$ cat config.mk
export PLATFORM = sky130hd
export DESIGN_NAME = peewp_host
export DESIGN_NICKNAME = d
export VERILOG_FILES = /design/src/hdl/peewp_timer.v /design/src/hdl/peewp_host.v
export VERILOG_INCLUDE_DIRS = /design/src /design/src/hdl
export SDC_FILE = /design/constraint.sdc
export NUM_CORES = 1
export LEC_CHECK = 0
export BUFFER_PORTS_ARGS = -buffer_cell sky130_fd_sc_hd__buf_2
export CAP_MARGIN = 25
export CORE_MARGIN = 2
export CORE_UTILIZATION = 50
export DETAILED_ROUTE_END_ITERATION = 16
export PLACE_DENSITY = 0.8
export SLEW_MARGIN = 10
export SYNTH_ARGS = -nofsm -noshare
export SYNTH_HDL_FRONTEND = slang
export SYNTH_SLANG_ARGS = --single-unit
$ cat constraint.sdc
create_clock -name clk -period 2.45 [get_ports clk]
set_input_delay 0.3675 -clock clk [delete_from_list [all_inputs] [get_ports clk]]
set_output_delay 0.3675 -clock clk [all_outputs]
set_load 0.05 [all_outputs]
$ cat src/hdl/peewp_defs.vh
`ifndef PEEWP_DEFS_VH
`define PEEWP_DEFS_VH
// pin widths, low address width and bytes per page
`define PEEWP_ADDR_W      13
`define PEEWP_DATA_W      8
`define PEEWP_LOW_AW      4
`define PEEWP_PAGE_MAX    5'h10
// clock rate in MHz
`define PEEWP_CLK_MHZ     100
// strobe timing in ns
`define PEEWP_T_WP_NS     150
`define PEEWP_T_WPH_NS    50
`define PEEWP_T_AS_NS     10
`define PEEWP_T_DH_NS     20
`define PEEWP_T_OE_NS     150
// byte load interval, longest, in us
`define PEEWP_T_BLC_US    20
// cycles kept in hand for strobe, recovery and set-up before the next fall
`define PEEWP_BLC_MARGIN  24'h000020
// programming time, longest, in ms
`define PEEWP_T_WC_MS     10
// top data bit position
`define PEEWP_TOP_BIT     7
`endif

$ cat src/hdl/peewp_timer.v
`timescale 1ns/1ns
// down counter: load a count, done pulses when it expires
module peewp_timer #(
  parameter W = 24
) (
  input  wire         clk,
  input  wire         rst,
  input  wire         load,
  input  wire [W-1:0] count,
  output wire         busy,
  output reg          done_ff
);
  reg [W-1:0] cnt_ff;

  // a load always restarts the count
  always @(posedge clk) begin
    if (rst) begin
      cnt_ff  <= {W{1'b0}};
      done_ff <= 1'b0;
    end else if (load) begin
      cnt_ff  <= count;
      done_ff <= 1'b0;
    end else begin
      done_ff <= (cnt_ff == {{(W-1){1'b0}}, 1'b1});
      if (cnt_ff != {W{1'b0}})
        cnt_ff <= cnt_ff - {{(W-1){1'b0}}, 1'b1};
    end
  end

  assign busy = (cnt_ff != {W{1'b0}});
endmodule

$ cat src/hdl/peewp_host.v
`timescale 1ns/1ns
`include "peewp_defs.vh"
// Summary of operation
// - select low for every access, else standby
// - write strobe: select, strobe low, gate high
// - page address bits fixed during a page
// - extra page bytes use the same cycle
// - next load within twenty us of previous
// - inhibit state held outside writes
module peewp_host #(
  parameter WC_CYC = `PEEWP_T_WC_MS * 1000 * 1000 / (1000 / `PEEWP_CLK_MHZ)
) (
  input  wire                       clk,
  input  wire                       rst,
  input  wire                       cmd_valid,
  input  wire                       cmd_write,
  input  wire                       cmd_last,
  input  wire [`PEEWP_ADDR_W-1:0]   cmd_addr,
  input  wire [`PEEWP_DATA_W-1:0]   cmd_wdata,
  output reg                        cmd_ready_ff,
  output reg                        rsp_valid_ff,
  output reg  [`PEEWP_DATA_W-1:0]   rsp_rdata_ff,
  output reg                        rsp_timeout_ff,
  output reg                        chip_select_n_ff,
  output reg                        output_gate_n_ff,
  output reg                        write_strobe_n_ff,
  output reg  [`PEEWP_ADDR_W-1:0]   addr_ff,
  output reg  [`PEEWP_DATA_W-1:0]   data_out_ff,
  output reg                        data_oe_ff,
  input  wire [`PEEWP_DATA_W-1:0]   data_in
);
  localparam CYC_NS   = 1000 / `PEEWP_CLK_MHZ;
  localparam WP_CYC   = (`PEEWP_T_WP_NS + CYC_NS - 1) / CYC_NS;
  localparam WPH_CYC  = (`PEEWP_T_WPH_NS + CYC_NS - 1) / CYC_NS;
  localparam AS_CYC   = (`PEEWP_T_AS_NS + CYC_NS - 1) / CYC_NS;
  localparam DH_CYC   = (`PEEWP_T_DH_NS + CYC_NS - 1) / CYC_NS;
  localparam OE_CYC   = (`PEEWP_T_OE_NS + CYC_NS - 1) / CYC_NS + 1;
  localparam BLC_CYC  = `PEEWP_T_BLC_US * 1000 / CYC_NS;
  localparam TW       = 24;

  localparam S_IDLE  = 4'h0;
  localparam S_WSET  = 4'h1;
  localparam S_WLOW  = 4'h2;
  localparam S_WHOLD = 4'h3;
  localparam S_PAGE  = 4'h4;
  localparam S_RSET  = 4'h5;
  localparam S_RACC  = 4'h6;
  localparam S_POLL  = 4'h7;
  localparam S_PACC  = 4'h8;
  localparam S_PREC  = 4'h9;

  reg  [3:0]               state_ff;
  reg  [`PEEWP_ADDR_W-1:0] page_ff;       // page of the open page write
  reg  [4:0]               nbytes_ff;     // bytes loaded in this page
  reg  [`PEEWP_DATA_W-1:0] last_data_ff;  // last byte written, for polling
  reg  [`PEEWP_DATA_W-1:0] sync1_ff;
  reg  [`PEEWP_DATA_W-1:0] sync2_ff;
  reg                      t_load;
  reg  [TW-1:0]            t_count;
  wire                     t_busy;
  wire                     t_done;
  reg                      w_load;
  wire                     w_busy;
  wire                     w_done;

  // phase timer for strobe widths and read access
  peewp_timer #(.W(TW)) u_phase (
    .clk     (clk),
    .rst     (rst),
    .load    (t_load),
    .count   (t_count),
    .busy    (t_busy),
    .done_ff ()
  );

  // programming-time ceiling, gives up polling once it runs out
  peewp_timer #(.W(TW)) u_wc (
    .clk     (clk),
    .rst     (rst),
    .load    (w_load),
    .count   (WC_CYC[TW-1:0]),
    .busy    (w_busy),
    .done_ff (w_done)
  );

  // pin data passes two flops before use
  always @(posedge clk) begin
    if (rst) begin
      sync1_ff <= 8'h00;
      sync2_ff <= 8'h00;
    end else begin
      sync1_ff <= data_in;
      sync2_ff <= sync1_ff;
    end
  end

  // timer loads chosen by the sequencer
  always @* begin
    t_load  = 1'b0;
    t_count = {TW{1'b0}};
    w_load  = 1'b0;
    case (state_ff)
      S_IDLE: begin
        if (cmd_valid) begin
          t_load  = 1'b1;
          t_count = AS_CYC[TW-1:0];
        end
      end
      S_WSET: begin
        if (!t_busy) begin
          t_load  = 1'b1;
          t_count = WP_CYC[TW-1:0];
        end
      end
      S_WLOW: begin
        if (!t_busy) begin
          t_load  = 1'b1;
          t_count = DH_CYC[TW-1:0] > WPH_CYC[TW-1:0] ? DH_CYC[TW-1:0] : WPH_CYC[TW-1:0];
        end
      end
      S_WHOLD: begin
        if (!t_busy) begin
          t_load  = 1'b1;
          // the window counts from the falling strobe, so the low and high
          // phases and the next set-up come off it, with margin to spare
          t_count = BLC_CYC[TW-1:0] - WP_CYC[TW-1:0] - WPH_CYC[TW-1:0] -
                    `PEEWP_BLC_MARGIN;
        end
      end
      S_PAGE: begin
        // must mirror the sequencer: a same-page write flagged last also closes
        if (!(cmd_valid && cmd_write && !cmd_last &&
            cmd_addr[`PEEWP_ADDR_W-1:`PEEWP_LOW_AW] ==
            page_ff[`PEEWP_ADDR_W-1:`PEEWP_LOW_AW] && nbytes_ff < `PEEWP_PAGE_MAX) &&
            (cmd_last || !t_busy || cmd_valid))
          w_load = 1'b1;              // page closes, device starts programming
        if (cmd_valid && !cmd_last) begin
          t_load  = 1'b1;
          t_count = AS_CYC[TW-1:0];
        end
      end
      S_RSET, S_PREC: begin
        t_load  = 1'b1;
        t_count = OE_CYC[TW-1:0] + 24'h000002;
      end
      default: begin
        t_load  = 1'b0;
      end
    endcase
  end

  // main sequencer
  always @(posedge clk) begin
    if (rst) begin
      state_ff          <= S_IDLE;
      cmd_ready_ff      <= 1'b0;
      rsp_valid_ff      <= 1'b0;
      rsp_rdata_ff      <= 8'h00;
      rsp_timeout_ff    <= 1'b0;
      chip_select_n_ff  <= 1'b1;
      output_gate_n_ff  <= 1'b1;
      write_strobe_n_ff <= 1'b1;
      addr_ff           <= 13'h0000;
      data_out_ff       <= 8'h00;
      data_oe_ff        <= 1'b0;
      page_ff           <= 13'h0000;
      nbytes_ff         <= 5'h00;
      last_data_ff      <= 8'h00;
    end else begin
      cmd_ready_ff   <= 1'b0;
      rsp_valid_ff   <= 1'b0;
      rsp_timeout_ff <= 1'b0;
      case (state_ff)
        S_IDLE: begin
          if (cmd_valid) begin
            cmd_ready_ff     <= 1'b1;
            addr_ff          <= cmd_addr;
            chip_select_n_ff <= 1'b0;
            if (cmd_write) begin
              data_out_ff  <= cmd_wdata;
              data_oe_ff   <= 1'b1;
              page_ff      <= cmd_addr;
              nbytes_ff    <= 5'h00;
              state_ff     <= S_WSET;
            end else begin
              output_gate_n_ff <= 1'b0;
              state_ff         <= S_RSET;
            end
          end
        end
        S_WSET: begin
          if (!t_busy) begin
            write_strobe_n_ff <= 1'b0;
            state_ff          <= S_WLOW;
          end
        end
        S_WLOW: begin
          if (!t_busy) begin
            write_strobe_n_ff <= 1'b1;      // data latched on this rise
            nbytes_ff         <= nbytes_ff + 5'h01;
            last_data_ff      <= data_out_ff;
            state_ff          <= S_WHOLD;
          end
        end
        S_WHOLD: begin
          if (!t_busy) begin
            chip_select_n_ff <= 1'b1;
            data_oe_ff       <= 1'b0;
            state_ff         <= S_PAGE;
          end
        end
        S_PAGE: begin
          if (cmd_valid && cmd_write && !cmd_last && nbytes_ff < `PEEWP_PAGE_MAX &&
              cmd_addr[`PEEWP_ADDR_W-1:`PEEWP_LOW_AW] ==
              page_ff[`PEEWP_ADDR_W-1:`PEEWP_LOW_AW]) begin
            cmd_ready_ff     <= 1'b1;
            addr_ff          <= cmd_addr;
            data_out_ff      <= cmd_wdata;
            data_oe_ff       <= 1'b1;
            chip_select_n_ff <= 1'b0;
            state_ff         <= S_WSET;
          end else if (cmd_last || !t_busy || cmd_valid) begin
            addr_ff  <= addr_ff;            // poll the last byte written
            state_ff <= S_PREC;
          end
        end
        S_RSET: begin
          state_ff <= S_RACC;
        end
        S_RACC: begin
          if (!t_busy) begin
            rsp_valid_ff     <= 1'b1;
            rsp_rdata_ff     <= sync2_ff;
            chip_select_n_ff <= 1'b1;
            output_gate_n_ff <= 1'b1;
            state_ff         <= S_IDLE;
          end
        end
        S_PREC: begin
          chip_select_n_ff <= 1'b0;
          output_gate_n_ff <= 1'b0;
          state_ff         <= S_PACC;
        end
        S_PACC: begin
          if (!t_busy) begin
            chip_select_n_ff <= 1'b1;
            output_gate_n_ff <= 1'b1;
            if (sync2_ff[`PEEWP_TOP_BIT] == last_data_ff[`PEEWP_TOP_BIT]) begin
              rsp_valid_ff <= 1'b1;
              rsp_rdata_ff <= sync2_ff;
              state_ff     <= S_IDLE;
            end else if (!w_busy || w_done) begin
              rsp_valid_ff   <= 1'b1;
              rsp_timeout_ff <= 1'b1;
              rsp_rdata_ff   <= sync2_ff;
              state_ff       <= S_IDLE;
            end else begin
              state_ff <= S_POLL;           // inverted bit: still busy
            end
          end
        end
        S_POLL: begin
          state_ff <= S_PREC;               // two deselected cycles between polls, here and in S_PREC
        end
        default: begin
          state_ff <= S_IDLE;
        end
      endcase
    end
  end
endmodule

==> run_results.csv <==
group,metric,value,unit
timing,period_minus_slack,2290,ps
pwr,irDropWorstVdd,0.000696,V
timing,tightest_slew,585,ps
logic_synthesis,synth_top_area_share,0.417,
clock_tree,cts_buffers,17,
routing,num_vias,5325,
routing,drt-total-wl,14300,um
logic_synthesis,synth_edf_count,0,
placement,gp_congestion,0.906,
pwr,power_density,1430,mW/mm2
critical_path,critPathArrivalTime,2580,ps
logic_synthesis,yosysSeqAreaShare,0.417,
floorplan,ios,70,
timing,setup-tns-final,0,ps
clock_tree,cts_hold_buf,0,
timing,rsz0062_at_grt,"false",
pwr,p_leak,2.82,nW
logic_synthesis,synth-compound-area-share,0.141,
pwr,clock_power_share,0.239,
global_route,track_usage,0.236,
critical_path,r2r_end,"u_phase.cnt_ff[8]",
placement,post-dp-hpwl,10000,um
logic_synthesis,synthesis.area,0.00577,mm2
timing,hold_viol,0,
logic_synthesis,synth-async-reset-ratio,0,
critical_path,worstSetupEndpointType,"flop",
finish,mostFrequentLayoutCells,"120 x dfxtp_1, 72 x nand2_1, 69 x buf_2",
logic_synthesis,syn-mean-instance-area,8.66,um2
finish,nets,792,
timing,finalMaxSlewViolations,0,
critical_path,path_cells,"inv_1, ha_1, nor4b_4, and4_1, nand2_1, buf_4, o21ai_0, buf_4, a21oi_1",
floorplan,core,0.0113,mm2
logic_synthesis,synthXorXnorAreaFrac,0.0608,
finish,syn_to_final_growth,21.5,%
run,max_cap_viol_count,0,
critical_path,crit_slowest_cell,"and4_1",
critical_path,path_max_fanout,6,
critical_path,crit_path_end,"u_phase.cnt_ff[8]",
finish,final_common_cell,"dfxtp_1",
logic_synthesis,synthAdderAreaFrac,0.00868,
logic_synthesis,netlist_instances,666,
logic_synthesis,synth_mux_area_frac,0.0595,
critical_path,r2r_setup_slack,160,ps
timing,setup_viol,0,
timing,skew,8.85,ps
timing,fin_crit_sh,0.937,
clock_tree,cts_max_level,4,
global_route,grt_max_degree,60,
routing,postRouteAntennaNets,0,
finish,nFillCells,984,
placement,portBuffers,69,
timing,fmax,436,MHz
logic_synthesis,synth_ff_type,"dfxtp_1",
logic_synthesis,synth_top_family_by_area,"simple AND/OR/NAND/NOR gates",
pwr,finalPower,0.0100,W
logic_synthesis,syn-num-nets,704,
clock_tree,cts_sinks,120,
clock_tree,cts_tree,"built",
pwr,combPwrFrac,0.480,
logic_synthesis,yosys.area_share.simple,0.278,
clock_tree,path_clk_slew,60,ps
logic_synthesis,synth_top_cell_by_area,"dfxtp_1",
outcome,outcome,"finished, final reports clean",
critical_path,start_kind,"flop",
critical_path,path_common_cell,"buf_4",
critical_path,startpoint,"u_phase.cnt_ff[0]",
critical_path,critical_path_depth,9,
floorplan,start_util,0.509,
global_route,grt_pass1_wl,24200,um
routing,wl_per_cell,15.7,um
critical_path,cp_num_buf_inv,3,
logic_synthesis,synthDistinctLibCells,69,
critical_path,crit_family,"simple AND/OR/NAND/NOR gates",
timing,slew_headroom,0.600,
floorplan,die_width,111,um
placement,post-place-ws,142,ps
critical_path,r2r_start,"u_phase.cnt_ff[0]",
worst_hold_path,hold_path.class,"input pin to flop",
pwr,p_sw,0.00421,W
floorplan,row_count,39,
critical_path,required,2740,ps
clock_tree,insertion_delay,420,ps
logic_synthesis,ys_seq_elements,120,
finish,seqCellArea,0.00240,mm2
timing,setup_ws,155,ps
routing,dr.pass1.iters,5,
global_route,globalRouteOverflowTotal,0,
global_route,antenna_found_initial,0,
routing,drt-initial-drc-count,333,
floorplan,dieArea,0.0124,mm2
routing,vias_per_cell,5.85,
logic_synthesis,synth_area_leaders,"dfxtp_1 42%, mux2i_1 5.6%, nand2_1 4.7%",
critical_path,path_class,"flop to flop",
floorplan,die_y,111,um
critical_path,slowest_delay,400,ps
finish,drive_gt1_frac,0.211,
clock_tree,cts.path.max_buffers,2,
pwr,swShare,0.419,
finish,n_antenna_cell,0,
critical_path,r2r_cells,9,
logic_synthesis,yosys_warnings,0,
global_route,grt_pass1_vias,5172,
pwr,p_int,0.00584,W
pwr,seq_power_share,0.280,
finish,multiInputGateArea,0.00316,mm2
routing,drcViolationCount,0,
clock_tree,clock-root-buffer,"clkbuf_16",
-- logic make-up (layout without fill, tap and decap cells) --
| logic type | count (synthesis) | count (layout) |
|---|---|---|
| and+or+nand+nor | 292 | 292 |
| adders and majority gates | 4 | 4 |
| AOI/OAI and AO/OA | 125 | 125 |
| DFF | 120 | 120 |
| buffers and inverters | 51 | 152 |
| xor gates and xnor gates | 40 | 40 |
| muxes | 34 | 34 |
-- state kept, by name, indices dropped and copies added, names as in the netlist --
| name | count |
|---|---|
| u_phase.cnt_ff | 24 |
| u_wc.cnt_ff | 24 |
| addr_ff | 13 |
| page_ff | 9 |
| data_out_ff | 8 |
| rsp_rdata_ff | 8 |
| sync1_ff | 8 |
| sync2_ff | 8 |
| nbytes_ff | 5 |
| state_ff | 4 |
| chip_select_n_ff | 1 |
| cmd_ready_ff | 1 |
| data_oe_ff | 1 |
| last_data_ff | 1 |
| output_gate_n_ff | 1 |
| rsp_timeout_ff | 1 |
| rsp_valid_ff | 1 |
| u_wc.done_ff | 1 |
| write_strobe_n_ff | 1 |
-- per-stage QoR --
step / area (um2) / cells / utilization / hold WS, ps
after floorplan: 5770 / 666 / - / 414
after global placement: 6420 / 877 / 0.567 / 417
after detailed placement: 6420 / 877 / 0.567 / 426
after CTS: 6990 / 909 / 0.618 / 147
after global routing: 7010 / 910 / 0.619 / 157
final: 7010 / 910 / 0.619 / 162
-- worst min path at each step --
stage	cells after the start	startpoint	slack (ps)	endpoint
after floorplan	1	sync1_ff[0]	410	sync2_ff[0]
after global placement	1	sync1_ff[4]	420	sync2_ff[4]
after detailed placement	1	sync1_ff[1]	430	sync2_ff[1]
after CTS	2	data_in[1]	150	sync1_ff[1]
after global routing	2	data_in[1]	160	sync1_ff[1]
final	2	data_in[1]	160	sync1_ff[1]
-- per-layer routing --
layer  up-vias  GRT usage  routed length [um]
met1      2531      0.294                6200
met3        17     0.0604                 833
met2       183      0.395                7010
met5         -          0                   0
li1       2594          -                   -
met4         0     0.0881                 210
-- area by class of cell --
cell class	count	share of cell area
Multi-Input combinational cell	495	0.452
Sequential cell	120	0.343
Timing Repair Buffer	109	0.0921
Clock buffer	20	0.0637
Tap cell	143	0.0255
Clock inverter	12	0.0182
Inverter	11	0.00589
-- Yosys cell counts (3+ instances only) --
cell type,count
o21ai_0,24
nor3_1,18
a2111oi_0,4
nand2_1,72
inv_1,11
nand4_1,16
or3_1,14
o32ai_1,3
o31ai_1,5
ha_1,4
buf_2,8
nand3_1,21
a211oi_1,8
nor2_1,59
mux2i_1,32
o211ai_1,4
xor2_1,17
a21oi_1,36
and4_1,4
o2111ai_1,7
nor4b_1,8
nand2b_1,4
xnor2_1,23
nor4_1,11
dfxtp_1,120
nor2b_1,26
a31oi_1,12
or4_1,7
or4b_1,3
or2_2,3
clkbuf_1,29
-- power by group through the flow --
stage	Clock, W	Sequential [W]	Combinational [W]
after floorplan	0	0.00303	0.00312
after global placement	0	0.00281	0.00459
after detailed placement	0	0.00284	0.00470
after CTS	0.00243	0.00281	0.00474
after global routing	0.00253	0.00288	0.00530
final	0.00240	0.00282	0.00482
-- timing repair --
| action | in CTS | in global routing |
|---|---|---|
| endpoints found under the setup margin | 0 | 21 |
| resized for setup | 0 | 2 |
| setup buffers | 0 | 1 |
Note: power is estimated with default switching activity, not from simulation.
